`src/core/lgr_regs.svh`:
```
// Register offsets, field positions, reset values and timing counts of the LED/GPIO/encoder unit.
// Included by the unit and by its bench; definitions only.
`ifndef LGR_REGS_SVH
`define LGR_REGS_SVH

`define LGR_ADDR_GLOBAL 8'h40
`define LGR_ADDR_DIR 8'h41
`define LGR_ADDR_INDEB 8'h42
`define LGR_ADDR_COMMON 8'h45
`define LGR_ADDR_ENC_CFG 8'h46
`define LGR_ADDR_TIMEOUT 8'h48
`define LGR_ADDR_INPUT 8'h49
`define LGR_ADDR_ENC_COUNT 8'h4A
`define LGR_ADDR_INTENS0 8'h50
`define LGR_ADDR_INTENS7 8'h57
`define LGR_ADDR_SETUP0 8'h58
`define LGR_ADDR_SETUP7 8'h5F

`define LGR_GL_ENC 7
`define LGR_GL_TOIRQ 5
`define LGR_GL_EN 4
`define LGR_EC_MODE 7
`define LGR_SU_COMMON 5

`define LGR_RST_REG 8'h00
`define LGR_FULL_ON 8'hFF
`define LGR_FADE_STEPS 5'h10
`define LGR_IN_DEB_BASE_MS 6'h09
`define LGR_ENC_DELAY_MS 9'h020
`define LGR_BLINK_BASE_MS 13'h0040
`define LGR_FADE_BASE_MS 12'h010

`define LGR_MS_NS 1000000
`define LGR_CLK_NS 20
`define LGR_MS_CYCLES (`LGR_MS_NS / `LGR_CLK_NS)

`endif

```
`src/core/lgr_pkg.sv`:
```
// Types shared by the LED/GPIO/encoder unit.
// Assumes lgr_regs.svh holds the numeric constants.
`default_nettype none
package lgr_pkg;
  typedef enum logic [1:0]
  {
    LGR_FADE_IDLE = 2'h0,
    LGR_FADE_UP = 2'h1,
    LGR_FADE_DOWN = 2'h3
  } lgr_fade_t;

  typedef enum logic [1:0]
  {
    LGR_IRQ_NONE = 2'h0,
    LGR_IRQ_RISE = 2'h1,
    LGR_IRQ_ANY = 2'h2
  } lgr_inirq_t;
endpackage
`default_nettype wire

```
`src/core/lgr_gpio_unit.sv`:
```
// Eight-line LED/GPIO unit with intensity modulation, fade, blink, input change
// interrupts and a two-line rotary encoder counter.
// Assumes a register port driven by a serial slave in the same clock domain.
`include "lgr_regs.svh"
`timescale 1ns/100ps
`default_nettype none

// Function
// RL1: Encoder config top bit: count or delay trigger
// RL2: Three-bit encoder trigger amount
// RL3: Encoder debounce zero to fifteen milliseconds
// RL4: Timeout flag bit zero, read clears
// RL5: Output ports read as one
// RL6: Input change seen after full debounce
// RL7: Input register ignores interrupt masking
// RL8: Signed wrapping encoder count
// RL9: Count read returns value then clears
// RL10: Intensity cycles of 256, FF full-on
// RL11: New intensity applied at period start
// RL12: Per-port interrupt: any, rising, none
// RL13: Per-port common or individual intensity
// RL14: Blink period field, zero disables
// RL15: Blink on-time 6.25 to 50 percent
// RL16: Blink periods share one timebase
// RL17: Fades take sixteen equal steps
// RL18: Common zero transitions fade common ports
// RL19: Wake fades in; individual write cancels
// RL20: Shutdown fades out; individual write cancels
// RL21: Interrupt from timeout, inputs, encoder
// RL22: Edge line rising counts by direction
// RL23: Global config: encoder, enable, fade
// RL24: Direction register, inputs at reset
// RL25: Periods staggered by one eighth
// RL26: Free-running eight-bit modulation counter
// RL27: Independent per-port fade state
module lgr_gpio_unit #(
  parameter int MS_CYCLES = `LGR_MS_CYCLES
) (
  input wire logic mclk,
  input wire logic rstn,
  input wire logic regWrEn,
  input wire logic regRdEn,
  input wire logic [7:0] regAddr,
  input wire logic [7:0] regWrData,
  output logic [7:0] regRdData,
  input wire logic busTimeout,
  input wire logic [7:0] ioLinesIn,
  output logic [7:0] ioLinesOut,
  output logic [7:0] ioLinesOe,
  output logic ioIrqOut_n
);

  localparam int MSW = $clog2(MS_CYCLES + 1);

  function automatic logic [7:0] scale(input logic [7:0] lvl, input logic [4:0] step);
    logic [12:0] prod;
    prod = 13'(lvl) * 13'(step);
    return prod[11:4];
  endfunction

  function automatic logic blinkOn(input logic [11:0] cnt, input logic [2:0] per,
                                   input logic [1:0] duty);
    logic [12:0] perMs;
    perMs = `LGR_BLINK_BASE_MS << (per - 3'h1);
    if (per == 3'h0)
      return 1'b1;
    return (({1'b0, cnt} & (perMs - 13'h0001)) < (perMs >> (3'h4 - {1'b0, duty})));
  endfunction

  // Timebase
  logic [7:0] pwmCnt_q, pwmCnt_d;
  logic [MSW-1:0] msCnt_q, msCnt_d;
  logic msTick_q, msTick_d;
  logic [11:0] blinkMs_q, blinkMs_d;
  logic [11:0] fadeMs_q, fadeMs_d;
  logic fadeTick;
  logic [11:0] stepMs;
  logic [2:0] fadeSel;

  // Registers and status
  logic [7:0] glb_q, glb_d, dir_q, dir_d, inDeb_q, inDeb_d, common_q, common_d;
  logic [7:0] encCfg_q, encCfg_d, rd_q, rd_d;
  logic [7:0] indiv_q [8];
  logic [7:0] indiv_d [8];
  logic [7:0] setup_q [8];
  logic [7:0] setup_d [8];
  logic toFlag_q, toFlag_d, encIrq_q, encIrq_d, irqN_q, irqN_d;
  logic [7:0] inIrq_q, inIrq_d;
  logic signed [7:0] encCount_q, encCount_d;
  logic [3:0] encAcc_q, encAcc_d;
  logic [8:0] encTimer_q, encTimer_d;
  logic encMode, encStep, encUp, rdIn, rdCount, rdTimeout;
  logic [7:0] dirEff, inView;
  logic [3:0] encThr;

  // Input path
  logic [7:0] sync1_q, sync2_q, stable_q, stable_d, chg;
  logic [5:0] debCnt_q [8];
  logic [5:0] debCnt_d [8];
  logic [5:0] debPer;

  // Per-port intensity
  lgr_pkg::lgr_fade_t fadeSt_q [8];
  lgr_pkg::lgr_fade_t fadeSt_d [8];
  logic [4:0] fadeStep_q [8];
  logic [4:0] fadeStep_d [8];
  logic [7:0] fadeBase_q [8];
  logic [7:0] fadeBase_d [8];
  logic [7:0] applied_q [8];
  logic [7:0] applied_d [8];
  logic [7:0] lvl [8];
  logic [7:0] tgt [8];
  logic [7:0] blink_q, blink_d, oe_q, oe_d, phase;
  logic wrGlobal, wrCommon, enRise, enFall, comToZero, comFromZero, fadeOn;

  // Timebase: one modulation counter, one millisecond tick
  always_comb
  begin
    pwmCnt_d = pwmCnt_q + 8'h01; // RL26
    msTick_d = (msCnt_q == MSW'(MS_CYCLES - 1));
    msCnt_d = msTick_d ? '0 : msCnt_q + MSW'(1);
    blinkMs_d = msTick_q ? blinkMs_q + 12'h001 : blinkMs_q; // RL16
    fadeSel = (glb_q[2:0] > 3'h5) ? 3'h5 : glb_q[2:0];
    stepMs = `LGR_FADE_BASE_MS << (fadeSel - 3'h1);
    fadeTick = msTick_q && (fadeSel != 3'h0) && (fadeMs_q >= stepMs - 12'h001);
    fadeMs_d = fadeTick ? 12'h000 : (msTick_q ? fadeMs_q + 12'h001 : fadeMs_q);
  end

  always_ff @(posedge mclk or negedge rstn)
  begin
    if (!rstn)
    begin
      pwmCnt_q <= 8'h00;
      msCnt_q <= '0;
      msTick_q <= 1'b0;
      blinkMs_q <= 12'h000;
      fadeMs_q <= 12'h000;
    end
    else
    begin
      pwmCnt_q <= pwmCnt_d;
      msCnt_q <= msCnt_d;
      msTick_q <= msTick_d;
      blinkMs_q <= blinkMs_d;
      fadeMs_q <= fadeMs_d;
    end
  end

  // Input synchronisers, then per-port debounce
  always_ff @(posedge mclk or negedge rstn)
  begin
    if (!rstn)
    begin
      // Idle level of a pulled-up line, so leaving reset makes no false edge
      sync1_q <= 8'hFF;
      sync2_q <= 8'hFF;
    end
    else
    begin
      sync1_q <= ioLinesIn;
      sync2_q <= sync1_q;
    end
  end

  always_comb
  begin
    encMode = glb_q[`LGR_GL_ENC];
    dirEff = encMode ? {2'b00, dir_q[5:0]} : dir_q; // RL24
    debPer = 6'h00;
    for (int i = 0; i < 8; i++)
    begin
      debPer = (encMode && i >= 6) ? {2'b00, encCfg_q[3:0]} // RL3
                                   : `LGR_IN_DEB_BASE_MS + {1'b0, inDeb_q[4:0]};
      stable_d[i] = stable_q[i];
      debCnt_d[i] = 6'h00;
      // While driven, follow the pin so turning it round raises nothing
      if (dirEff[i])
        stable_d[i] = sync2_q[i]; // RL6
      else if (sync2_q[i] != stable_q[i])
      begin
        if (debCnt_q[i] >= debPer)
          stable_d[i] = sync2_q[i]; // RL6
        else
          debCnt_d[i] = msTick_q ? debCnt_q[i] + 6'h01 : debCnt_q[i];
      end
      chg[i] = !dirEff[i] && (stable_d[i] != stable_q[i]);
    end
  end

  always_ff @(posedge mclk or negedge rstn)
  begin
    if (!rstn)
    begin
      stable_q <= 8'hFF;
      for (int i = 0; i < 8; i++)
        debCnt_q[i] <= 6'h00;
    end
    else
    begin
      stable_q <= stable_d;
      for (int i = 0; i < 8; i++)
        debCnt_q[i] <= debCnt_d[i];
    end
  end

  // Register file, encoder counter and interrupt sources
  always_comb
  begin
    glb_d = glb_q;
    dir_d = dir_q;
    inDeb_d = inDeb_q;
    common_d = common_q;
    encCfg_d = encCfg_q;
    for (int i = 0; i < 8; i++)
    begin
      indiv_d[i] = indiv_q[i];
      setup_d[i] = setup_q[i];
    end
    if (regWrEn)
    begin
      if (regAddr == `LGR_ADDR_GLOBAL)
        glb_d = regWrData; // RL23
      else if (regAddr == `LGR_ADDR_DIR)
        dir_d = regWrData; // RL24
      else if (regAddr == `LGR_ADDR_INDEB)
        inDeb_d = regWrData;
      else if (regAddr == `LGR_ADDR_COMMON)
        common_d = regWrData;
      else if (regAddr == `LGR_ADDR_ENC_CFG)
        encCfg_d = regWrData;
      else if (regAddr >= `LGR_ADDR_INTENS0 && regAddr <= `LGR_ADDR_INTENS7)
        indiv_d[regAddr[2:0]] = regWrData;
      else if (regAddr >= `LGR_ADDR_SETUP0 && regAddr <= `LGR_ADDR_SETUP7)
        setup_d[regAddr[2:0]] = regWrData;
    end

    inView = stable_q | dirEff; // RL5 RL7
    rdIn = regRdEn && (regAddr == `LGR_ADDR_INPUT);
    rdCount = regRdEn && (regAddr == `LGR_ADDR_ENC_COUNT);
    rdTimeout = regRdEn && (regAddr == `LGR_ADDR_TIMEOUT);

    rd_d = 8'h00;
    if (regRdEn)
    begin
      if (regAddr == `LGR_ADDR_GLOBAL)
        rd_d = glb_q;
      else if (regAddr == `LGR_ADDR_DIR)
        rd_d = dir_q;
      else if (regAddr == `LGR_ADDR_INDEB)
        rd_d = inDeb_q;
      else if (regAddr == `LGR_ADDR_COMMON)
        rd_d = common_q;
      else if (regAddr == `LGR_ADDR_ENC_CFG)
        rd_d = encCfg_q;
      else if (regAddr == `LGR_ADDR_TIMEOUT)
        rd_d = {7'h00, toFlag_q}; // RL4
      else if (regAddr == `LGR_ADDR_INPUT)
        rd_d = inView;
      else if (regAddr == `LGR_ADDR_ENC_COUNT)
        rd_d = encCount_q; // RL9
      else if (regAddr >= `LGR_ADDR_INTENS0 && regAddr <= `LGR_ADDR_INTENS7)
        rd_d = indiv_q[regAddr[2:0]];
      else if (regAddr >= `LGR_ADDR_SETUP0 && regAddr <= `LGR_ADDR_SETUP7)
        rd_d = setup_q[regAddr[2:0]];
    end
    else
      rd_d = rd_q;

    // Flags: a new event in the clearing cycle survives
    toFlag_d = busTimeout || (toFlag_q && !rdTimeout); // RL4

    inIrq_d = rdIn ? 8'h00 : inIrq_q;
    for (int i = 0; i < 8; i++)
    begin
      if (!(encMode && i >= 6))
      begin
        case (setup_q[i][7:6]) // RL12
          lgr_pkg::LGR_IRQ_NONE: ;
          lgr_pkg::LGR_IRQ_RISE: if (chg[i] && stable_d[i]) inIrq_d[i] = 1'b1;
          default: if (chg[i]) inIrq_d[i] = 1'b1;
        endcase
      end
    end

    encStep = encMode && chg[6] && stable_d[6];
    encUp = !stable_q[7]; // RL22
    encCount_d = rdCount ? 8'sh00 : encCount_q; // RL9
    encAcc_d = rdCount ? 4'h0 : encAcc_q;
    encTimer_d = rdCount ? 9'h000 : encTimer_q;
    if (encStep)
    begin
      encCount_d = encUp ? encCount_d + 8'sh01 : encCount_d - 8'sh01; // RL8 RL22
      encAcc_d = (encAcc_d == 4'h8) ? 4'h8 : encAcc_d + 4'h1;
    end
    else if (msTick_q && encAcc_q != 4'h0 && encTimer_q != 9'h1FF && !rdCount)
      encTimer_d = encTimer_q + 9'h001;
    encThr = {1'b0, encCfg_q[6:4]} + 4'h1; // RL2
    encIrq_d = encIrq_q && !rdCount;
    if (encCfg_q[`LGR_EC_MODE]) // RL1
    begin
      if (encAcc_q != 4'h0 && encTimer_q >= 9'(encThr) * `LGR_ENC_DELAY_MS)
        encIrq_d = 1'b1;
    end
    else if (encAcc_q >= encThr)
      encIrq_d = 1'b1;
    if (rdCount)
      encIrq_d = encStep && (encThr == 4'h1) && !encCfg_q[`LGR_EC_MODE];

    irqN_d = !((|inIrq_q) || encIrq_q || (toFlag_q && glb_q[`LGR_GL_TOIRQ])); // RL21
  end

  always_ff @(posedge mclk or negedge rstn)
  begin
    if (!rstn)
    begin
      glb_q <= `LGR_RST_REG;
      dir_q <= `LGR_RST_REG;
      inDeb_q <= `LGR_RST_REG;
      common_q <= `LGR_RST_REG;
      encCfg_q <= `LGR_RST_REG;
      rd_q <= 8'h00;
      for (int i = 0; i < 8; i++)
      begin
        indiv_q[i] <= `LGR_RST_REG;
        setup_q[i] <= `LGR_RST_REG;
      end
      toFlag_q <= 1'b0;
      inIrq_q <= 8'h00;
      encCount_q <= 8'sh00;
      encAcc_q <= 4'h0;
      encTimer_q <= 9'h000;
      encIrq_q <= 1'b0;
      irqN_q <= 1'b1;
    end
    else
    begin
      glb_q <= glb_d;
      dir_q <= dir_d;
      inDeb_q <= inDeb_d;
      common_q <= common_d;
      encCfg_q <= encCfg_d;
      rd_q <= rd_d;
      for (int i = 0; i < 8; i++)
      begin
        indiv_q[i] <= indiv_d[i];
        setup_q[i] <= setup_d[i];
      end
      toFlag_q <= toFlag_d;
      inIrq_q <= inIrq_d;
      encCount_q <= encCount_d;
      encAcc_q <= encAcc_d;
      encTimer_q <= encTimer_d;
      encIrq_q <= encIrq_d;
      irqN_q <= irqN_d;
    end
  end

  // Per-port fade, latch and modulation
  always_comb
  begin
    wrGlobal = regWrEn && (regAddr == `LGR_ADDR_GLOBAL);
    wrCommon = regWrEn && (regAddr == `LGR_ADDR_COMMON);
    enRise = wrGlobal && regWrData[`LGR_GL_EN] && !glb_q[`LGR_GL_EN];
    enFall = wrGlobal && !regWrData[`LGR_GL_EN] && glb_q[`LGR_GL_EN];
    comToZero = wrCommon && (regWrData == 8'h00) && (common_q != 8'h00);
    comFromZero = wrCommon && (regWrData != 8'h00) && (common_q == 8'h00);
    // A wake or shutdown write may carry the fade time in the same byte
    fadeOn = wrGlobal ? (regWrData[2:0] != 3'h0) : (glb_q[2:0] != 3'h0);
    for (int i = 0; i < 8; i++)
    begin
      tgt[i] = !glb_q[`LGR_GL_EN] ? 8'h00
             : (setup_q[i][`LGR_SU_COMMON] ? common_q : indiv_q[i]); // RL13
      case (fadeSt_q[i])
        lgr_pkg::LGR_FADE_UP: lvl[i] = scale(tgt[i], fadeStep_q[i]); // RL17
        lgr_pkg::LGR_FADE_DOWN: lvl[i] = scale(fadeBase_q[i], fadeStep_q[i]); // RL17
        default: lvl[i] = tgt[i];
      endcase
      fadeSt_d[i] = fadeSt_q[i];
      fadeStep_d[i] = fadeStep_q[i];
      fadeBase_d[i] = fadeBase_q[i];
      if (regWrEn && regAddr == `LGR_ADDR_INTENS0 + 8'(i) && fadeSt_q[i] != lgr_pkg::LGR_FADE_IDLE)
        fadeSt_d[i] = lgr_pkg::LGR_FADE_IDLE; // RL19 RL20
      else if (!fadeOn)
        fadeSt_d[i] = lgr_pkg::LGR_FADE_IDLE;
      else if (enFall || (comToZero && setup_q[i][`LGR_SU_COMMON] && glb_q[`LGR_GL_EN]))
      begin
        fadeSt_d[i] = lgr_pkg::LGR_FADE_DOWN; // RL18 RL20
        fadeBase_d[i] = lvl[i];
        fadeStep_d[i] = `LGR_FADE_STEPS;
      end
      else if (enRise || (comFromZero && setup_q[i][`LGR_SU_COMMON] && glb_q[`LGR_GL_EN]))
      begin
        fadeSt_d[i] = lgr_pkg::LGR_FADE_UP; // RL18 RL19
        fadeStep_d[i] = 5'h00;
      end
      else if (fadeTick)
      begin
        case (fadeSt_q[i]) // RL27
          lgr_pkg::LGR_FADE_UP:
          begin
            fadeStep_d[i] = fadeStep_q[i] + 5'h01;
            if (fadeStep_d[i] == `LGR_FADE_STEPS)
              fadeSt_d[i] = lgr_pkg::LGR_FADE_IDLE;
          end
          lgr_pkg::LGR_FADE_DOWN:
          begin
            fadeStep_d[i] = fadeStep_q[i] - 5'h01;
            if (fadeStep_d[i] == 5'h00)
              fadeSt_d[i] = lgr_pkg::LGR_FADE_IDLE;
          end
          default: ;
        endcase
      end
      // Each port latches at its own one-eighth offset
      applied_d[i] = applied_q[i];
      blink_d[i] = blink_q[i];
      if (pwmCnt_q == 8'(i * 32)) // RL11 RL25
      begin
        applied_d[i] = lvl[i];
        blink_d[i] = blinkOn(blinkMs_q, setup_q[i][4:2], setup_q[i][1:0]); // RL14 RL15 RL16
      end
      phase[i] = 1'b0;
      phase[i] = ((pwmCnt_q - 8'(i * 32)) < applied_q[i]); // RL10
      oe_d[i] = dirEff[i] && blink_q[i] && ((applied_q[i] == `LGR_FULL_ON) || phase[i]); // RL10
    end
  end

  always_ff @(posedge mclk or negedge rstn)
  begin
    if (!rstn)
    begin
      for (int i = 0; i < 8; i++)
      begin
        fadeSt_q[i] <= lgr_pkg::LGR_FADE_IDLE;
        fadeStep_q[i] <= 5'h00;
        fadeBase_q[i] <= 8'h00;
        applied_q[i] <= 8'h00;
      end
      blink_q <= 8'h00;
      oe_q <= 8'h00;
    end
    else
    begin
      for (int i = 0; i < 8; i++)
      begin
        fadeSt_q[i] <= fadeSt_d[i];
        fadeStep_q[i] <= fadeStep_d[i];
        fadeBase_q[i] <= fadeBase_d[i];
        applied_q[i] <= applied_d[i];
      end
      blink_q <= blink_d;
      oe_q <= oe_d;
    end
  end

  // Open-drain lines only ever pull low
  assign ioLinesOut = 8'h00 & oe_q;
  assign ioLinesOe = oe_q;
  assign ioIrqOut_n = irqN_q;
  assign regRdData = rd_q;
endmodule

`default_nettype wire

```
`config.mk`:
```
export PLATFORM = sky130hd
export DESIGN_NAME = lgr_gpio_unit
export DESIGN_NICKNAME = d
export VERILOG_FILES = /design/src/core/lgr_pkg.sv /design/src/core/lgr_gpio_unit.sv
export VERILOG_INCLUDE_DIRS = /design/src /design/src/core
export SDC_FILE = /design/constraint.sdc
export NUM_CORES = 2
export LEC_CHECK = 0
export BUFFER_PORTS_ARGS = -buffer_cell sky130_fd_sc_hd__buf_4
export CAP_MARGIN = 20
export CORE_AREA = 10 10 345 347
export CTS_CLUSTER_SIZE = 40
export DETAILED_ROUTE_END_ITERATION = 10
export DIE_AREA = 0 0 355 357
export PLACE_DENSITY = 0.64
export SYNTH_ARGS = -nofsm -noshare
export SYNTH_HDL_FRONTEND = slang
export SYNTH_SLANG_ARGS = --single-unit
```
`constraint.sdc`:
```
create_clock -name mclk -period 9.6 [get_ports mclk]
set_clock_uncertainty 0.2 [all_clocks]
set_input_delay 1.92 -clock mclk [delete_from_list [all_inputs] [get_ports mclk]]
set_output_delay 1.92 -clock mclk [all_outputs]
set_load 0.03 [all_outputs]
```
# Yosys cells after proc, flatten, opt, wreduce, memory -nomap -nowiden
# Cells that the tools add are included.
# Widths: inputs -> output; s select.
dict set report totals {
  input_bits 29
  ff_bits 529
  out_inout_bits 25
  elab_cells 882
}
dict set report classes {
  n_addsub 67
  eq_ne 123
  n_bitwise 24
  mul 16
  mux 275
  n_lt_le_gt_ge 34
  n_reduce_logical 240
  n_shift 17
}
# cell count
set op_table {}
lappend op_table {{$mux 8} 36}
lappend op_table {{$mux 6} 33}
lappend op_table {{$mul 8x5->12} 16}
lappend op_table {{$eq 8x7->1 const B} 18}
lappend op_table {{$bwmux 64} 2}
lappend op_table {{$pmux 8 s2} 8}
lappend op_table {{$mux 5} 24}
lappend op_table {{$mux 2} 56}
lappend op_table {{$logic_and 1x1->1} 109}
lappend op_table {{$and 12x13->13} 8}
lappend op_table {{$lt 13x13->1} 8}
lappend op_table {{$shl 7x3->13 const A} 8}
lappend op_table {{$shr 13x3->13} 8}
lappend op_table {{$sub 13x1->13 const B} 8}
lappend op_table {{$eq 8x8->1 const B} 12}
lappend op_table {{$ne 6x6->1 const B} 16}
lappend op_table {{$pmux 5 s2} 8}
lappend op_table {{$mux 1} 79}
lappend op_table {{$reduce_and 4->1} 17}
lappend op_table {{$lt 8x8->1} 8}
lappend op_table {{$add 6x1->6 const B} 8}
lappend op_table {{$bmux 8 s3} 2}
lappend op_table {{$ge 6x6->1} 8}
lappend op_table {{$ne 6x1->1 const B} 8}
lappend op_table {{65 further kinds} 288}

# Longest topological paths before layout
dict set report depth {
  ltp_word 14
  ltp_mapped 23
}

# Worst setup path after synthesis
# OpenSTA, ideal clock, no wires.
dict set report synth_path {
  kind {register to register}
  start {reg glb_q[4]}
  end {reg fadeBase_q[63] (netlist name)}
  setup_slack_ns 3.828
  path_stages_with_launch 23
  path_buffers 6
  t_arrival_ns 5.447
  cell_sequence {dfrtp_1 > buf_2 > inv_1 > buf_2 > buf_2 > buf_1 > clkbuf_1 > clkbuf_1 > nor3_1 > fa_1 > fa_1 > inv_1 > fa_1 > inv_1 > ha_1 > nand3_1 > nand2_1 > a41o_1 > o41a_2 > a21oi_2 > xnor2_1 > o221ai_1 > mux2_2}
}
dict set report synth_between {
  elab_chain_cells 3
  elab_cells_between_ends 7
}
# item line_no
set synth_lines {}
lappend synth_lines {{start, declared} lgr_gpio_unit.sv:81} ;# logic [7:0] glb_q, glb_d, dir_q, dir_d, inDeb_q, inDeb_d, common_q, common_d;
lappend synth_lines {{start signal, assigned} lgr_gpio_unit.sv:316} ;# glb_q <= `LGR_RST_REG;
lappend synth_lines {{start signal, assigned} lgr_gpio_unit.sv:337} ;# glb_q <= glb_d;
lappend synth_lines {{$mux 8 (tied with other cells)} lgr_gpio_unit.sv:371} ;# tgt[i] = !glb_q[`LGR_GL_EN] ? 8'h00
lappend synth_lines {{$mul 8x5->12 or $logic_or 1x1->1 (tied branches)} {lgr_gpio_unit.sv:57, lgr_gpio_unit.sv:385}}
lappend synth_lines {{$pmux 8 s2 or $reduce_and 3->1 (tied branches)} --}
lappend synth_lines {{end signal, assigned by index} lgr_gpio_unit.sv:448} ;# fadeBase_q[i] <= fadeBase_d[i];
lappend synth_lines {{end, declared} lgr_gpio_unit.sv:107} ;# logic [7:0] fadeBase_q [8];
# Parallel ways exist; a longest one is shown, timed or not.
# A chain may end at the register's enable or synchronous reset.

# Worst setup path in the final report
dict set report layout_path {
  start {reg glb_q[4]}
  end {reg applied_q[31] (netlist name)}
}
dict set report layout_between {
  elab_chain_cells 3
}
# item line_no
set layout_lines {}
lappend layout_lines {{$mux 8 *} lgr_gpio_unit.sv:371}
lappend layout_lines {{$mul 8x5->12} lgr_gpio_unit.sv:57} ;# prod = 13'(lvl) * 13'(step);
lappend layout_lines {{$pmux 8 s2 *} lgr_gpio_unit.sv:373} ;# case (fadeSt_q[i])
lappend layout_lines {{end signal, assigned by index} lgr_gpio_unit.sv:449} ;# applied_q[i] <= applied_d[i];
lappend layout_lines {{end, declared} lgr_gpio_unit.sv:109} ;# logic [7:0] applied_q [8];
# Every way passes the cells marked *; elsewhere a longest branch is shown, timed or not.

==> metrics.md <==
| Metric | Value |
|---|---|
| Die Area | `around 130000 um^2` |
| Synth cell types | `a little under 100` |
| Fillers | `about 11k` |
| Hold WS | `around 0.15 ns` |
| Startpoint type of the worst setup path | `flip-flop` |
| Die Ht | `357 um` |
| Unrepaired setup endpoints after global routing | `no` |
| DR DRC count | `0` |
| DR vias/cell | `5.87` |
| Synth top area share | `0.237` |
| Postcts setup bufs | `0` |
| DR vias | `about 44k` |
| Mapped cell area | `between 50000 and 60000 um^2` |
| Total Power | `approximately 5.7 mW` |
| Ranking of synthesized cells by area | `dfrtp_1, ha_1, fa_1, mux2_2, nand2_1` |
| Setup CP Type | `flip-flop to flip-flop` |
| Register area share after synthesis | `0.249` |
| # rows | `between 100 and 150` |
| Die width | `355 um` |
| Min cycle time layout | `between 5 and 6 ns` |
| Slew @ Worst Pin | `about 1.0 ns` |
| Core Box Area | `112000 um^2` |
| Post-cts hold buffer count | `0` |
| Remaining Overflow, GRT | `0` |
| R2r endpoint | `applied_q[31]` |
| Syn-to-layout area delta | `6.73%` |
| Critical path origin | `glb_q[4]` |
| Critical path endpoint category | `flip-flop` |
| Reg2Reg Setup Slack | `3.67 ns` |
| Total global-route track usage | `0.236` |
| CTS H-tree depth | `3` |
| # IOs | `54` |
| Setup crit end | `applied_q[31]` |
| Multi-input combinational cell area | `36600 um^2` |
| Pwr dens | `101 nW/um^2` |
| Fin cells | `7447` |
| Crit share post-route | `0.618` |
| Layout cells sized above 1 | `0.0885` |
| Syn avg cell area | `around 9 um^2` |
| Area post-placement | `around 54000 um^2` |
| Place WS | `3.42 ns` |
| CTS clk-pin slew, worst paths | `0.06 ns` |
| Hold_sp | `sync1_q[5]` |
| CTS sink cnt | `between 500 and 600` |
| Core Util, Final | `0.507` |
| Primary FF master, synth | `dfrtp_1` |
| Synth area leader | `dfrtp_1` |
| Critical-path maximum fanout | `approximately 110` |
| Max Cap Viol | `0` |
| Gate Count Post-Synth | `6050` |
| Required time worst endpoint | `between 9 and 10 ns` |
| First-pass GRT wire length | `~240000 um` |
| Vias in the first global route | `about 43k` |
| Nets@finish | `6750` |
| FF/Latch Area | `~13000 um^2` |
| Largest net degree at the start of global routing | `139` |
| Drt total wl | `about 150000 um` |
| Fin worst setup slack | `approximately 3.7 ns` |
| Leakage | `~26 nW` |
| Worst r2r path cells | `17` |
| YS warnings | `0` |
| Clock buffer depth | `3` |
| Port buffer count | `45` |
| Number of synthesized flops with an enable pin | `0` |
| Final Hold Fails | `0` |
| Final setup vio count | `0` |
| Fmax | `approximately 170 MHz` |
| WP data arrival | `~6.2 ns` |
| Latest clock arrival within the worst-skew pair | `roughly 0.65 ns` |
| Gpl congestion | `a little under 0.9` |
| Layout Cell Area excl Fill | `56800 um^2` |
| TNS Setup | `0 ns` |
| Slew Limit Fails | `0` |
| Drt pass-1 iters | `8` |
| DRT iter0 DRCs | `between 3k and 4k` |
| DR WL/cell | `between 20 and 25 um` |
| Worst VDD drop | `0.0000930 V` |
| TritonCTS clock tree | `built` |
| Clk root buf | `clkbuf_16` |
| Initial antenna violation count | `8` |
| Initial Util | `0.475` |
| Placed Cells | `7324` |
| Routed Antenna Nets | `0` |
| Post-DP HPWL | `~110000 um` |
| HP Class | `flip-flop to flip-flop` |
| Outcome | `finished clean` |
| CTS-repair resized insts | `0` |
| Worst reg2reg path startpoint | `glb_q[4]` |
| Rel. slew slack | `0.296` |
| Seq cells post-synth | `roughly 530` |
| Async SR Flop Fraction | `1.00` |
| Total CTS buffers | `66` |
[metal layers]
layer / global-route usage / vias to the layer above / routed length [um]
li1: - / 20600 / -
met1: 0.320 / 21500 / 66500
met2: 0.378 / 1332 / 68400
met3: 0.0385 / 295 / 10100
met4: 0.0824 / 8 / 5210
met5: 0 / - / 46
[cell usage after synthesis, types with 132 or more instances]
cell and count:
nor3_1 281, clkbuf_1 231, mux2i_1 132, a21oi_1 220
xnor2_1 165, nor2_1 444, o21ai_0 194, fa_1 257
inv_1 556, dfrtp_1 504, mux2_2 234, nand2_1 636
ha_1 571, and2_1 227
[where the power goes]
| group | internal, mW | leakage (nW) | switching (mW) |
|---|---|---|---|
| combinational | 0.220 | 18.3 | 0.394 |
| sequential | 2.30 | 7.06 | 0.127 |
| clock | 1.59 | 1.12 | 1.09 |
| total | 4.11 | 26.5 | 1.61 |
[critical path, stage by stage, from the launching register on]
cell and delay, ns:
dfrtp_1 0.42, inv_6 0.57, buf_4 0.71, nor2_1 0.19
nand2_1 0.14, fa_1 0.44, fa_1 0.52, fa_1 0.55
inv_1 0.04, ha_1 0.33, a21oi_1 0.22, o41a_1 0.21
o21ai_1 0.11, o41ai_1 0.48, o21ba_1 0.20, xnor2_1 0.07
o211ai_1 0.20, a31oi_1 0.12
[kinds of logic (layout without fill, tap and decap cells)]
group,after synthesis,count (layout),synth area share
other,1,12,0.0000705
AO/OA/AOI/OAI,982,982,0.121
XOR/XNOR,275,275,0.0453
AND/OR/NAND/NOR,2129,2129,0.194
flip-flops,529,529,0.249
multiplexers,430,430,0.0957
adder cells (fa/ha/maj),828,828,0.231
buffers and inverters,876,762,0.0638
[layout by cell type (no fill, tap or decap), types with 25 or more instances in the layout]
cell type    n
and3_1      34
mux2i_1    132
o31ai_1     32
or3_1       47
nor3_1     281
buf_4       71
xor2_1     110
dfrtp_1    503
and2_1     227
a31oi_1     61
inv_1      555
xnor2_1    165
o21ai_0    194
nor2_1     444
mux2_2     234
o21a_1      43
ha_1       571
clkbuf_16   66
nand2b_1    73
nand2_1    636
dfstp_2     25
nand3b_1    26
fa_1       257
nand4_1     88
a211oi_1    32
nand3_1    126
nor2b_1     55
mux4_2      34
o22ai_1     34
a21oi_1    220
a21o_1     119
mux2_1      27
[worst min-delay path by stage]
stage,endpoint,cells after the start
6_report,sync2_q[5],0
3_3_place_gp,sync2_q[1],0
4_1_cts,sync2_q[5],0
2_1_floorplan,sync2_q[0],0
3_5_place_dp,sync2_q[5],0
5_1_grt,sync2_q[5],0
[area by class of cell]
class                   count  share of cell area
multi-input cells        4652               0.644
flip-flops and latches    529               0.234
inverters                 568              0.0376
well taps                1500              0.0330
clock buffers              85              0.0317
repair buffers             76              0.0107
clock inverters            33             0.00872
diodes                      4            0.000176
[flip-flops by register name, summed over array words and instances, names as in the netlist, 9 cells and up]
| name | flops |
|---|---|
| applied_q | 64 |
| fadeBase_q | 64 |
| indiv_q | 64 |
| setup_q | 64 |
| debCnt_q | 48 |
| fadeStep_q | 40 |
| fadeSt_q | 16 |
| msCnt_q | 16 |
| blinkMs_q | 12 |
| fadeMs_q | 12 |
| encTimer_q | 9 |
No activity file was read; power rests on OpenSTA's default activity.
